<file path="config.mk">
export PLATFORM = sky130hd
export DESIGN_NAME = prv_regs
export DESIGN_NICKNAME = d
export VERILOG_FILES = /design/src/rtl/prv_pkg.sv /design/src/rtl/prv_rail_target.sv /design/src/rtl/prv_regs.sv
export SDC_FILE = /design/constraint.sdc
export NUM_CORES = 1
export LEC_CHECK = 0
export BUFFER_PORTS_ARGS = -buffer_cell sky130_fd_sc_hd__buf_2
export CAP_MARGIN = 10
export CORE_UTILIZATION = 30
export DETAILED_ROUTE_END_ITERATION = 6
export GPL_ROUTABILITY_DRIVEN = 0
export SYNTH_ARGS = -nofsm -noshare
export SYNTH_HDL_FRONTEND = slang
export SYNTH_SLANG_ARGS = --single-unit
</file>
<file path="constraint.sdc">
create_clock -name ref_clk -period 2.9 [get_ports ref_clk]
set_clock_uncertainty 0.05 [all_clocks]
set_input_delay 0.29 -clock ref_clk [delete_from_list [all_inputs] [get_ports ref_clk]]
set_output_delay 0.29 -clock ref_clk [all_outputs]
set_load 0.01 [all_outputs]
</file>
<file path="src/rtl/prv_pkg.sv">
package prv_pkg;

    // Bus and field widths
    localparam int PRV_ADDR_W = 8;
    localparam int PRV_DATA_W = 8;
    localparam int PRV_CODE_W = 7;

    // Register byte offsets
    localparam logic [7:0] PRV_OFS_FORCED_SHUTDOWN_CTRL = 8'h91;
    localparam logic [7:0] PRV_OFS_RAIL2_SLEEP_CTRL = 8'h93;
    localparam logic [7:0] PRV_OFS_RAIL4_VOLTAGE = 8'h94;
    localparam logic [7:0] PRV_OFS_RAIL4_SLEEP_VOLTAGE = 8'h95;
    localparam logic [7:0] PRV_OFS_RAIL5_VOLTAGE = 8'h96;
    localparam logic [7:0] PRV_OFS_RAIL5_SLEEP_VOLTAGE = 8'h97;
    localparam logic [7:0] PRV_OFS_RAIL6_VOLTAGE = 8'h98;

    // Register values after reset
    localparam logic [7:0] PRV_RST_FORCED_SHUTDOWN_CTRL = 8'h00;
    localparam logic [7:0] PRV_RST_RAIL2_SLEEP_CTRL = 8'h50;
    localparam logic [7:0] PRV_RST_RAIL4_VOLTAGE = 8'h20;
    localparam logic [7:0] PRV_RST_RAIL4_SLEEP_VOLTAGE = 8'h20;
    localparam logic [7:0] PRV_RST_RAIL5_VOLTAGE = 8'h70;
    localparam logic [7:0] PRV_RST_RAIL5_SLEEP_VOLTAGE = 8'he8;
    localparam logic [7:0] PRV_RST_RAIL6_VOLTAGE = 8'he8;

    // Field positions
    localparam int PRV_CODE_MSB = 7;
    localparam int PRV_CODE_LSB = 1;
    localparam int PRV_FLAG_BIT = 0;

    // Shutdown pulse length
    localparam int PRV_CLK_MHZ = 100;
    localparam int PRV_SHUTDOWN_HOLD_NS = 100;
    localparam int PRV_SHUTDOWN_HOLD_CYCLES = (PRV_SHUTDOWN_HOLD_NS * PRV_CLK_MHZ + 999) / 1000;
    localparam int PRV_HOLD_CNT_W = 8;

    // Codes below this limit use the fine step, the rest the coarse step
    localparam logic [6:0] PRV_FINE_STEP_LIMIT = 7'h40;
    localparam int PRV_FINE_STEP_MV = 10;
    localparam int PRV_COARSE_STEP_MV = 25;

    typedef struct packed {
        logic [7:0] addr;
        logic [7:0] wdata;
        logic wr;
        logic rd;
    } prv_bus_req_t;

    typedef struct packed {
        logic [6:0] code;
        logic decay;
        logic fine_step;
    } prv_rail_out_t;

    typedef enum logic [0:0] {
        PRV_RUN,
        PRV_SHUTDOWN
    } prv_state_t;

endpackage

</file>
<file path="src/rtl/prv_rail_target.sv">
`timescale 1ns/1ns
module prv_rail_target
    import prv_pkg::*;
#(
    parameter logic [6:0] FINE_LIMIT = PRV_FINE_STEP_LIMIT
) (
    input wire logic ref_clk,
    input wire logic rst,
    input wire logic [6:0] normal_code,
    input wire logic [6:0] sleep_code,
    input wire logic sleep_active,
    input wire logic decay_select,
    output prv_rail_out_t rail_out
);

    if (FINE_LIMIT == 7'h00) begin : g_chk
        $error("prv_rail_target: FINE_LIMIT must be nonzero");
    end

    logic [6:0] chosen_code;
    logic chosen_fine;
    prv_rail_out_t next_rail_out;

    // Sleep code takes over while the rail is in sleep
    assign chosen_code = sleep_active ? sleep_code : normal_code;
    assign chosen_fine = (chosen_code < FINE_LIMIT);
    assign next_rail_out = '{code: chosen_code, decay: decay_select, fine_step: chosen_fine};

    always_ff @(posedge ref_clk) begin
        if (rst) begin
            rail_out <= '0;
        end else begin
            rail_out <= next_rail_out;
        end
    end

endmodule

</file>
<file path="src/rtl/prv_regs.sv">
`timescale 1ns/1ns
// Overview of operation
// - Writing one to shutdown bit forces shutdown and resets every register; zero does nothing.
// - The shutdown bit clears itself after acting; later reads show zero.
// - Rail-2 sleep control bits 7:1 hold the sleep code, reset 28h.
// - Rail-2 sleep control bit 0 enables sleep, reset zero; factory pin selects sleep.
// - Rail-4 voltage bits 7:1 hold the normal code, reset 10h.
// - Rail-4 sleep voltage bits 7:1 hold the sleep code, reset 10h; bit 0 reads zero.
// - Rail-5 voltage bits 7:1 hold the normal code, reset 38h.
// - Rail-5 sleep voltage bits 7:1 hold the sleep code, reset 74h; bit 0 reads zero.
// - Rail-6 voltage bits 7:1 hold the normal code, reset 74h.
// - Bit 0 of rail 4/5/6 voltage selects slew (0) or free decay (1), reset 0.
// - Voltage codes map to targets in 10 mV or 25 mV step ranges.
// - Shutdown control bits 7:1 are read-only and read zero.
module prv_regs
    import prv_pkg::*;
#(
    parameter int HOLD_CYCLES = PRV_SHUTDOWN_HOLD_CYCLES,
    parameter bit SLEEP_PIN_B = 1'b0,
    parameter logic [6:0] FINE_LIMIT = PRV_FINE_STEP_LIMIT
) (
    input wire logic ref_clk,
    input wire logic rst,
    input prv_bus_req_t bus_req,
    output logic [7:0] reg_rdata,
    input wire logic sleep_select_pin_a,
    input wire logic sleep_select_pin_b,
    input wire logic sleep_state_request,
    input wire logic [6:0] rail2_normal_code,
    output logic force_shutdown,
    output logic rail2_sleep_active,
    output prv_rail_out_t rail2_out,
    output prv_rail_out_t rail4_out,
    output prv_rail_out_t rail5_out,
    output prv_rail_out_t rail6_out
);

    if (HOLD_CYCLES < 1 || HOLD_CYCLES >= (1 << PRV_HOLD_CNT_W)) begin : g_chk
        $error("prv_regs: HOLD_CYCLES out of range");
    end

    localparam logic [PRV_HOLD_CNT_W-1:0] HOLD_LAST = PRV_HOLD_CNT_W'(HOLD_CYCLES - 1);

    // Shutdown sequencer
    prv_state_t state;
    prv_state_t next_state;
    logic [PRV_HOLD_CNT_W-1:0] hold_cnt;
    logic [PRV_HOLD_CNT_W-1:0] next_hold_cnt;
    logic soft_reset;
    logic reg_clear;

    // Stored fields
    logic shutdown_request;
    logic [6:0] rail2_sleep_code;
    logic rail2_sleep_enable;
    logic [6:0] rail4_normal_code;
    logic rail4_decay_select;
    logic [6:0] rail4_sleep_code;
    logic [6:0] rail5_normal_code;
    logic rail5_decay_select;
    logic [6:0] rail5_sleep_code;
    logic [6:0] rail6_normal_code;
    logic rail6_decay_select;

    // Address decode
    logic bus_open;
    logic wr_ok;
    logic hit_shutdown;
    logic hit_rail2_sleep;
    logic hit_rail4;
    logic hit_rail4_sleep;
    logic hit_rail5;
    logic hit_rail5_sleep;
    logic hit_rail6;
    logic wr_shutdown;
    logic wr_rail2_sleep;
    logic wr_rail4;
    logic wr_rail4_sleep;
    logic wr_rail5;
    logic wr_rail5_sleep;
    logic wr_rail6;
    logic [6:0] wr_code;
    logic wr_flag;

    // Read path
    logic [7:0] view_shutdown;
    logic [7:0] view_rail2_sleep;
    logic [7:0] view_rail4;
    logic [7:0] view_rail4_sleep;
    logic [7:0] view_rail5;
    logic [7:0] view_rail5_sleep;
    logic [7:0] view_rail6;
    logic [7:0] read_mux;
    logic [7:0] next_reg_rdata;

    // Sleep selection
    logic chosen_sleep_pin;
    logic next_rail2_sleep_active;

    assign soft_reset = (state == PRV_SHUTDOWN);
    assign reg_clear = rst || soft_reset;

    // Writes are ignored while the forced shutdown is in progress
    assign bus_open = (state == PRV_RUN);
    assign wr_ok = bus_req.wr && bus_open;
    assign hit_shutdown = (bus_req.addr == PRV_OFS_FORCED_SHUTDOWN_CTRL);
    assign hit_rail2_sleep = (bus_req.addr == PRV_OFS_RAIL2_SLEEP_CTRL);
    assign hit_rail4 = (bus_req.addr == PRV_OFS_RAIL4_VOLTAGE);
    assign hit_rail4_sleep = (bus_req.addr == PRV_OFS_RAIL4_SLEEP_VOLTAGE);
    assign hit_rail5 = (bus_req.addr == PRV_OFS_RAIL5_VOLTAGE);
    assign hit_rail5_sleep = (bus_req.addr == PRV_OFS_RAIL5_SLEEP_VOLTAGE);
    assign hit_rail6 = (bus_req.addr == PRV_OFS_RAIL6_VOLTAGE);
    assign wr_shutdown = wr_ok && hit_shutdown;
    assign wr_rail2_sleep = wr_ok && hit_rail2_sleep;
    assign wr_rail4 = wr_ok && hit_rail4;
    assign wr_rail4_sleep = wr_ok && hit_rail4_sleep;
    assign wr_rail5 = wr_ok && hit_rail5;
    assign wr_rail5_sleep = wr_ok && hit_rail5_sleep;
    assign wr_rail6 = wr_ok && hit_rail6;
    assign wr_code = bus_req.wdata[PRV_CODE_MSB:PRV_CODE_LSB];
    assign wr_flag = bus_req.wdata[PRV_FLAG_BIT];

    // Sequencer: a pending request starts a hold of HOLD_CYCLES cycles
    always_comb begin
        next_state = state;
        next_hold_cnt = hold_cnt;
        case (state)
            PRV_RUN: begin
                next_hold_cnt = '0;
                if (shutdown_request) begin
                    next_state = PRV_SHUTDOWN;
                end
            end
            PRV_SHUTDOWN: begin
                if (hold_cnt == HOLD_LAST) begin
                    next_state = PRV_RUN;
                    next_hold_cnt = '0;
                end else begin
                    next_hold_cnt = hold_cnt + 1'b1;
                end
            end
            default: begin
                next_state = PRV_RUN;
                next_hold_cnt = '0;
            end
        endcase
    end

    always_ff @(posedge ref_clk) begin
        if (rst) begin
            state <= PRV_RUN;
            hold_cnt <= '0;
            force_shutdown <= 1'b0;
        end else begin
            state <= next_state;
            hold_cnt <= next_hold_cnt;
            force_shutdown <= (next_state == PRV_SHUTDOWN);
        end
    end

    // Shutdown request: only a one is stored, and the shutdown itself clears it
    always_ff @(posedge ref_clk) begin
        if (reg_clear) begin
            shutdown_request <= PRV_RST_FORCED_SHUTDOWN_CTRL[PRV_FLAG_BIT];
        end else if (wr_shutdown && wr_flag) begin
            shutdown_request <= 1'b1;
        end
    end

    always_ff @(posedge ref_clk) begin
        if (reg_clear) begin
            rail2_sleep_code <= PRV_RST_RAIL2_SLEEP_CTRL[PRV_CODE_MSB:PRV_CODE_LSB];
            rail2_sleep_enable <= PRV_RST_RAIL2_SLEEP_CTRL[PRV_FLAG_BIT];
        end else if (wr_rail2_sleep) begin
            rail2_sleep_code <= wr_code;
            rail2_sleep_enable <= wr_flag;
        end
    end

    always_ff @(posedge ref_clk) begin
        if (reg_clear) begin
            rail4_normal_code <= PRV_RST_RAIL4_VOLTAGE[PRV_CODE_MSB:PRV_CODE_LSB];
            rail4_decay_select <= PRV_RST_RAIL4_VOLTAGE[PRV_FLAG_BIT];
        end else if (wr_rail4) begin
            rail4_normal_code <= wr_code;
            rail4_decay_select <= wr_flag;
        end
    end

    always_ff @(posedge ref_clk) begin
        if (reg_clear) begin
            rail4_sleep_code <= PRV_RST_RAIL4_SLEEP_VOLTAGE[PRV_CODE_MSB:PRV_CODE_LSB];
        end else if (wr_rail4_sleep) begin
            rail4_sleep_code <= wr_code;
        end
    end

    always_ff @(posedge ref_clk) begin
        if (reg_clear) begin
            rail5_normal_code <= PRV_RST_RAIL5_VOLTAGE[PRV_CODE_MSB:PRV_CODE_LSB];
            rail5_decay_select <= PRV_RST_RAIL5_VOLTAGE[PRV_FLAG_BIT];
        end else if (wr_rail5) begin
            rail5_normal_code <= wr_code;
            rail5_decay_select <= wr_flag;
        end
    end

    always_ff @(posedge ref_clk) begin
        if (reg_clear) begin
            rail5_sleep_code <= PRV_RST_RAIL5_SLEEP_VOLTAGE[PRV_CODE_MSB:PRV_CODE_LSB];
        end else if (wr_rail5_sleep) begin
            rail5_sleep_code <= wr_code;
        end
    end

    always_ff @(posedge ref_clk) begin
        if (reg_clear) begin
            rail6_normal_code <= PRV_RST_RAIL6_VOLTAGE[PRV_CODE_MSB:PRV_CODE_LSB];
            rail6_decay_select <= PRV_RST_RAIL6_VOLTAGE[PRV_FLAG_BIT];
        end else if (wr_rail6) begin
            rail6_normal_code <= wr_code;
            rail6_decay_select <= wr_flag;
        end
    end

    // Register views; reserved bits are constant zero
    assign view_shutdown = {7'h00, shutdown_request};
    assign view_rail2_sleep = {rail2_sleep_code, rail2_sleep_enable};
    assign view_rail4 = {rail4_normal_code, rail4_decay_select};
    assign view_rail4_sleep = {rail4_sleep_code, 1'b0};
    assign view_rail5 = {rail5_normal_code, rail5_decay_select};
    assign view_rail5_sleep = {rail5_sleep_code, 1'b0};
    assign view_rail6 = {rail6_normal_code, rail6_decay_select};

    always_comb begin
        case (bus_req.addr)
            PRV_OFS_FORCED_SHUTDOWN_CTRL: read_mux = view_shutdown;
            PRV_OFS_RAIL2_SLEEP_CTRL: read_mux = view_rail2_sleep;
            PRV_OFS_RAIL4_VOLTAGE: read_mux = view_rail4;
            PRV_OFS_RAIL4_SLEEP_VOLTAGE: read_mux = view_rail4_sleep;
            PRV_OFS_RAIL5_VOLTAGE: read_mux = view_rail5;
            PRV_OFS_RAIL5_SLEEP_VOLTAGE: read_mux = view_rail5_sleep;
            PRV_OFS_RAIL6_VOLTAGE: read_mux = view_rail6;
            default: read_mux = 8'h00;
        endcase
    end

    // Read data stands for exactly one cycle after the strobe
    assign next_reg_rdata = bus_req.rd ? read_mux : 8'h00;

    always_ff @(posedge ref_clk) begin
        if (rst) begin
            reg_rdata <= 8'h00;
        end else begin
            reg_rdata <= next_reg_rdata;
        end
    end

    // Rail 2 follows the factory-chosen sleep pin only when sleep is enabled
    assign chosen_sleep_pin = SLEEP_PIN_B ? sleep_select_pin_b : sleep_select_pin_a;
    assign next_rail2_sleep_active = rail2_sleep_enable && chosen_sleep_pin;

    always_ff @(posedge ref_clk) begin
        if (reg_clear) begin
            rail2_sleep_active <= 1'b0;
        end else begin
            rail2_sleep_active <= next_rail2_sleep_active;
        end
    end

    prv_rail_target #(.FINE_LIMIT(FINE_LIMIT)) u_rail2 (
        .ref_clk(ref_clk),
        .rst(rst),
        .normal_code(rail2_normal_code),
        .sleep_code(rail2_sleep_code),
        .sleep_active(next_rail2_sleep_active),
        .decay_select(1'b0),
        .rail_out(rail2_out)
    );

    prv_rail_target #(.FINE_LIMIT(FINE_LIMIT)) u_rail4 (
        .ref_clk(ref_clk),
        .rst(rst),
        .normal_code(rail4_normal_code),
        .sleep_code(rail4_sleep_code),
        .sleep_active(sleep_state_request),
        .decay_select(rail4_decay_select),
        .rail_out(rail4_out)
    );

    prv_rail_target #(.FINE_LIMIT(FINE_LIMIT)) u_rail5 (
        .ref_clk(ref_clk),
        .rst(rst),
        .normal_code(rail5_normal_code),
        .sleep_code(rail5_sleep_code),
        .sleep_active(sleep_state_request),
        .decay_select(rail5_decay_select),
        .rail_out(rail5_out)
    );

    // Rail 6 sleep code lives outside this bank; the normal code is used throughout
    prv_rail_target #(.FINE_LIMIT(FINE_LIMIT)) u_rail6 (
        .ref_clk(ref_clk),
        .rst(rst),
        .normal_code(rail6_normal_code),
        .sleep_code(rail6_normal_code),
        .sleep_active(1'b0),
        .decay_select(rail6_decay_select),
        .rail_out(rail6_out)
    );

endmodule

</file>
======== After elaboration in Yosys (flattened, before gate mapping) ========
Cells that the tools add are included.
operators by class
  $lt $le $gt $ge ......................... 4
  add/sub/neg operators ................... 1
  multiplexer cells ....................... 9
  reduce and logical (&&, ||, !) cells .... 12
  equal/unequal tests ..................... 8
  bitwise logic cells ..................... 2
operators by type and width
  kind                 number
  $eq 8x8->1 const B   7
  $pmux 8 s7           1
  $lt 7x7->1 const B   4
  $mux 7               3
  $pmux 8 s2           1
  $logic_and 1x1->1    10
  $add 8x1->8 const B  1
  $eq 8x4->1 const B   1
  $mux 8               1
  $mux 1               2
  $not 1->1            2
  $pmux 1 s2           1
  $reduce_or 2->1      1
  $logic_or 1x1->1     1
storage, ports and cells
  logic and storage cells ................. 62
  register bits after elaboration ......... 100
  input port bits ......................... 30

======== Longest topological paths before layout ========
  depth after elaboration ................. 4
  depth in mapped cells ................... 6
  mapped depth without buffers ............ 6

======== Hierarchy ========
From an unflattened synthesis, not the netlist that was laid out.
unflattened totals
  cells, all modules ...................... 386
  area, all modules ....................... 4047.6 um^2
by module, submodules not included
  module           area each (um^2)  seq. area each (um^2)  instances  cells an instance
  prv_regs         2831.5            1301.2                 1          278
  prv_rail_target  304.0             180.2                  4          27

======== Worst setup path before layout ========
No wires, ideal clock.
  path type ............................... input to register
  from .................................... input bus_req[10] in the netlist's numbering
  to ...................................... register reg_rdata[6]
  cell stages on the path ................. 6
  setup slack ............................. 1437 ps
  data required time ...................... 2725 ps
  library setup time ...................... 125 ps
  arrival time ............................ 1288 ps
  cell sequence ........................... buf_2 > and4bb_4 > and2_4 > buf_6 > a222oi_1 > nor2_1
on the way
  longest elaborated chain between the ends .. 2
  elaborated cells on any way between the ends .. 8
  classes of those cells .................. eq/ne: 7; mux: 1
RTL lines
  item                    RTL line         RTL
  start: declaration      prv_regs.sv:24   input prv_bus_req_t bus_req,
  $eq 8x8->1              prv_regs.sv:236  case (bus_req.addr)
  $pmux 8 s7 *            prv_regs.sv:236
  end signal: assignment  prv_regs.sv:255  reg_rdata <= next_reg_rdata;
  end: declaration        prv_regs.sv:25   output logic [7:0] reg_rdata,
Mark *: on every way between the ends. The rest lies on a longest branch, timed or not.
A chain may end at the register's enable or synchronous reset.

======== Worst setup path in the final report ========
  from .................................... register state, in the netlist soft_reset
  to ...................................... register rail5_normal_code[5]
on the way
  longest elaborated chain between the ends .. 3
  elaborated cells on any way between the ends .. 4
  classes of those cells .................. bitwise: 1; reduce/logical: 3
RTL lines
  item                      RTL line         RTL
  start: declaration        prv_regs.sv:45   prv_state_t state;
  start signal: assignment  prv_regs.sv:155  state <= next_state;
  $not 1->1                 prv_regs.sv:104  assign bus_open = (state == PRV_RUN);
  $logic_and 1x1->1         prv_regs.sv:105  assign wr_ok = bus_req.wr && bus_open;
  $logic_and 1x1->1         prv_regs.sv:117  assign wr_rail5 = wr_ok && hit_rail5;
  end signal: assignment    prv_regs.sv:200  rail5_normal_code <= PRV_RST_RAIL5_VOLTAGE[PRV_CODE_MSB:PRV_CODE_LSB];
  end signal: assignment    prv_regs.sv:203  rail5_normal_code <= wr_code;
  end: declaration          prv_regs.sv:59   logic [6:0] rail5_normal_code;
Parallel ways exist; a longest one is shown, timed or not.

==> flow_summary_export.csv <==
group,metric,value,unit
grt,grt-ovfl-total,0,
synth,syn-mean-instance-area,9.501,um^2
drt,vias,3169,
timing,fmax,0.5661,GHz
timing,tns,0,ns
timing,hold_viol,0,
power,power.internal,2.070,mW
grt,grt_pass1_vias,2975,
synth,synth_seq_cells,100,
placement,place_inst,636,
synth,ys_dominant_reg_cell,"dfxtp_1",
critical_path,worstPathCellList,"and2b_1 -> buf_4 -> nand4_2 -> nor3_1 -> a21oi_1",
clock_network,cts_buffers,9,
drt,wl_per_cell,15.06,um
timing,worst_pin_slew,0.6096,ns
timing,setup_violations,0,
die,io_pins,76,
power,leakagePower,2.025,nW
clock_network,cts_setup_buffers,0,
clock_network,cts-root-buf,"clkbuf_16",
critical_path,worstSetupStartpointType,"flop",
power,clockPowerShare,42.4,%
power,p_comb_share,5.9,%
die,initial_utilization,30.97,%
critical_path,end_kind,"flop",
synth,syn_area,3924,um^2
critical_path,worstPathMaxFanout,16,
placement,dp_hpwl,6972,um
clock_network,htree_levels,3,
die,core,12670,um^2
synth,synthDistinctLibCells,51,
power,seq_power_share,51.7,%
layout,final_nets,507,
layout,final_cell_mix,"100 x dfxtp_1, 73 x buf_2, 52 x nor2_1",
critical_path,reg2reg_depth,5,
layout,diodes,0,
timing,period_needed,1.767,ns
clock_network,clkSinkCount,100,
grt,grt_pass1_wl,15530,um
clock_network,cts_tree,"built",
timing,relSlewSlack,59.21,%
grt,grt_max_degree,34,
critical_path,crit_required,3.07,ns
critical_path,worst-path-buf-inv,1,
synth,yosysWarnings,0,
clock_network,clkTransAtPathRegs,0.07,ns
die,die_x,116.4,um
critical_path,cp.depth,5,
clock_network,cts_buffer_depth,2,
synth,ys_seq_area_share,51.02,%
drt,first_pass_iters,5,
timing,drv_slew,0,
layout,final_common_cell,"dfxtp_1",
layout,syn_to_final_growth,19.74,%
power,powerDensity,573.2,nW/um^2
drt,finalWirelength,9806,um
drt,ant_nets,0,
run,drv_cap,0,
drt,via_per_inst,4.868,
critical_path,slowest_stage,"nand4_2",
power,power_switching,622.7,uW
die,row_count,41,
layout,fill_cells,1306,
status,status,"complete, no violations",
clock_network,holdBufCountCts,0,
grt,grt_usage,15.24,%
synth,async_reset_ff_share,0,%
drt,drt_iter0_markers,252,
min_path,hold_depth,3,
critical_path,worstSetupPathType,"reg2reg",
grt,antenna_found_initial,0,
synth,synth_cells,413,
drt,drcViolationCount,0,
critical_path,cpPeakStageDelay,0.42,ns
timing,rsz0062_at_grt,"no",
synth,synth_edf_count,0,
clock_network,clk_latency,0.35,ns
layout,drive_gt1_share,21.50,%
power,p_sw_share,23.12,%
clock_network,cts.repair.resized,0,
timing,whs,0.1370,ns
critical_path,critPathTopFamily,"simple AND/OR/NAND/NOR gates",
die,die_area,13540,um^2
min_path,hold_class,"in2reg",
die,fp.dieH,116.4,um
power,vdd_drop_max,0.3131,mV
layout,final_cells,651,
critical_path,cp_data_arrival_time,1.94,ns
timing,fin_crit_sh,60.92,%
synth,synth_fp_nets,445,
placement,port_buffers,73,
cell usage after synthesis (2+ instances only):
cell | n | share of area (%)
and3_1 | 3 | 0.48
xor2_1 | 5 | 1.1
buf_6 | 2 | 0.57
nor2b_1 | 15 | 2.4
clkbuf_1 | 12 | 1.1
nor2_1 | 52 | 5.0
nand4_4 | 2 | 1.1
or3_1 | 2 | 0.32
a21oi_1 | 20 | 2.6
o2bb2ai_1 | 5 | 1.1
nor3_1 | 9 | 1.1
buf_1 | 2 | 0.19
buf_2 | 9 | 1.1
nand2_1 | 32 | 3.1
o21ai_1 | 16 | 2.0
ha_1 | 2 | 0.64
nand3_1 | 38 | 4.8
mux2i_1 | 40 | 10
a31oi_1 | 2 | 0.32
nand4_2 | 2 | 0.64
a22oi_1 | 2 | 0.38
o22ai_1 | 3 | 0.48
and2b_1 | 3 | 0.57
dfxtp_1 | 100 | 51
buf_4 | 2 | 0.38
a22o_1 | 2 | 0.45
nand3b_1 | 3 | 0.57
a222oi_1 | 5 | 1.3
state kept, by name, indices dropped and copies added (netlist names), 8 cells and up:
register,cells
u_rail4.rail_out,9
u_rail5.rail_out,9
u_rail6.rail_out,9
hold_cnt,8
reg_rdata,8
u_rail2.rail_out,8
worst register-to-register path, stage by stage (launching register included):
cell and delay [ns]:
dfxtp_1 0.38, and2b_1 0.24, buf_4 0.21, nand4_2 0.42
nor3_1 0.30, a21oi_1 0.06
power by group through the flow:
stage / registers (mW) / clock network, mW / logic (mW)
6_report: 1.39 / 1.14 / 0.159
5_1_grt: 1.39 / 1.22 / 0.174
4_1_cts: 1.39 / 1.17 / 0.160
3_5_place_dp: 1.42 / 0 / 0.159
3_3_place_gp: 1.42 / 0 / 0.158
2_1_floorplan: 1.43 / 0 / 0.0869
cell type report:
cell class | count | area [um^2] | area share (%)
Tap cell | 172 | 215.2 | 4.581
Inverter | 2 | 7.507 | 0.1598
Clock inverter | 3 | 22.52 | 0.4794
Sequential cell | 100 | 2002 | 42.61
Clock buffer | 12 | 256.5 | 5.459
Multi-Input combinational cell | 284 | 1779 | 37.87
Timing Repair Buffer | 78 | 415.4 | 8.842
final timing paths:
kind	end	from	slack, ns
setup / recovery	rail5_normal_code[5]$_SDFFE_PP1P_	soft_reset$_SDFF_PP0_	1.13
hold / removal	u_rail2.rail_out[6]$_SDFF_PP0_	rail2_normal_code[4]	0.14
setup reg to reg	rail5_normal_code[5]$_SDFFE_PP1P_	soft_reset$_SDFF_PP0_	1.13
hold reg to reg	u_rail6.rail_out[0]$_SDFF_PP0_	rail6_normal_code[6]$_SDFFE_PP1P_	0.41
cells by family (layout without fill, tap and decap cells):
kind of cell | count (synthesis) | count (layout) | synth area share [%]
AOI/OAI and AO/OA | 58 | 58 | 9.280
xor gates and xnor gates | 6 | 6 | 1.339
adders and majority gates | 2 | 2 | 0.6377
buffers and inverters | 29 | 95 | 3.635
DFF | 100 | 100 | 51.02
muxes | 41 | 41 | 10.49
other | 1 | 1 | 0.09557
and+or+nand+nor | 176 | 176 | 23.50
stage by stage:
stage	worst slack (ns)	cell area, um^2	power (mW)	utilization, %
after floorplan	1.437	3924	1.519	-
after global placement	0.8737	4419	1.582	34.88
after detailed placement	0.8584	4419	1.584	34.88
after CTS	1.108	4698	2.722	37.08
after global routing	0.9236	4698	2.790	37.08
final	1.133	4698	2.693	37.08
per-layer routing:
metal	vias up	share of wire (%)	wire [um]	GRT usage, %
met4	0	1.9	183	6.325
met1	1486	46	4538	19.54
met2	99	45	4399	23.59
met3	14	7.0	684	4.878
met5	-	0	0	0
li1	1570	-	-	-
Note: power is estimated with default switching activity, not from simulation.
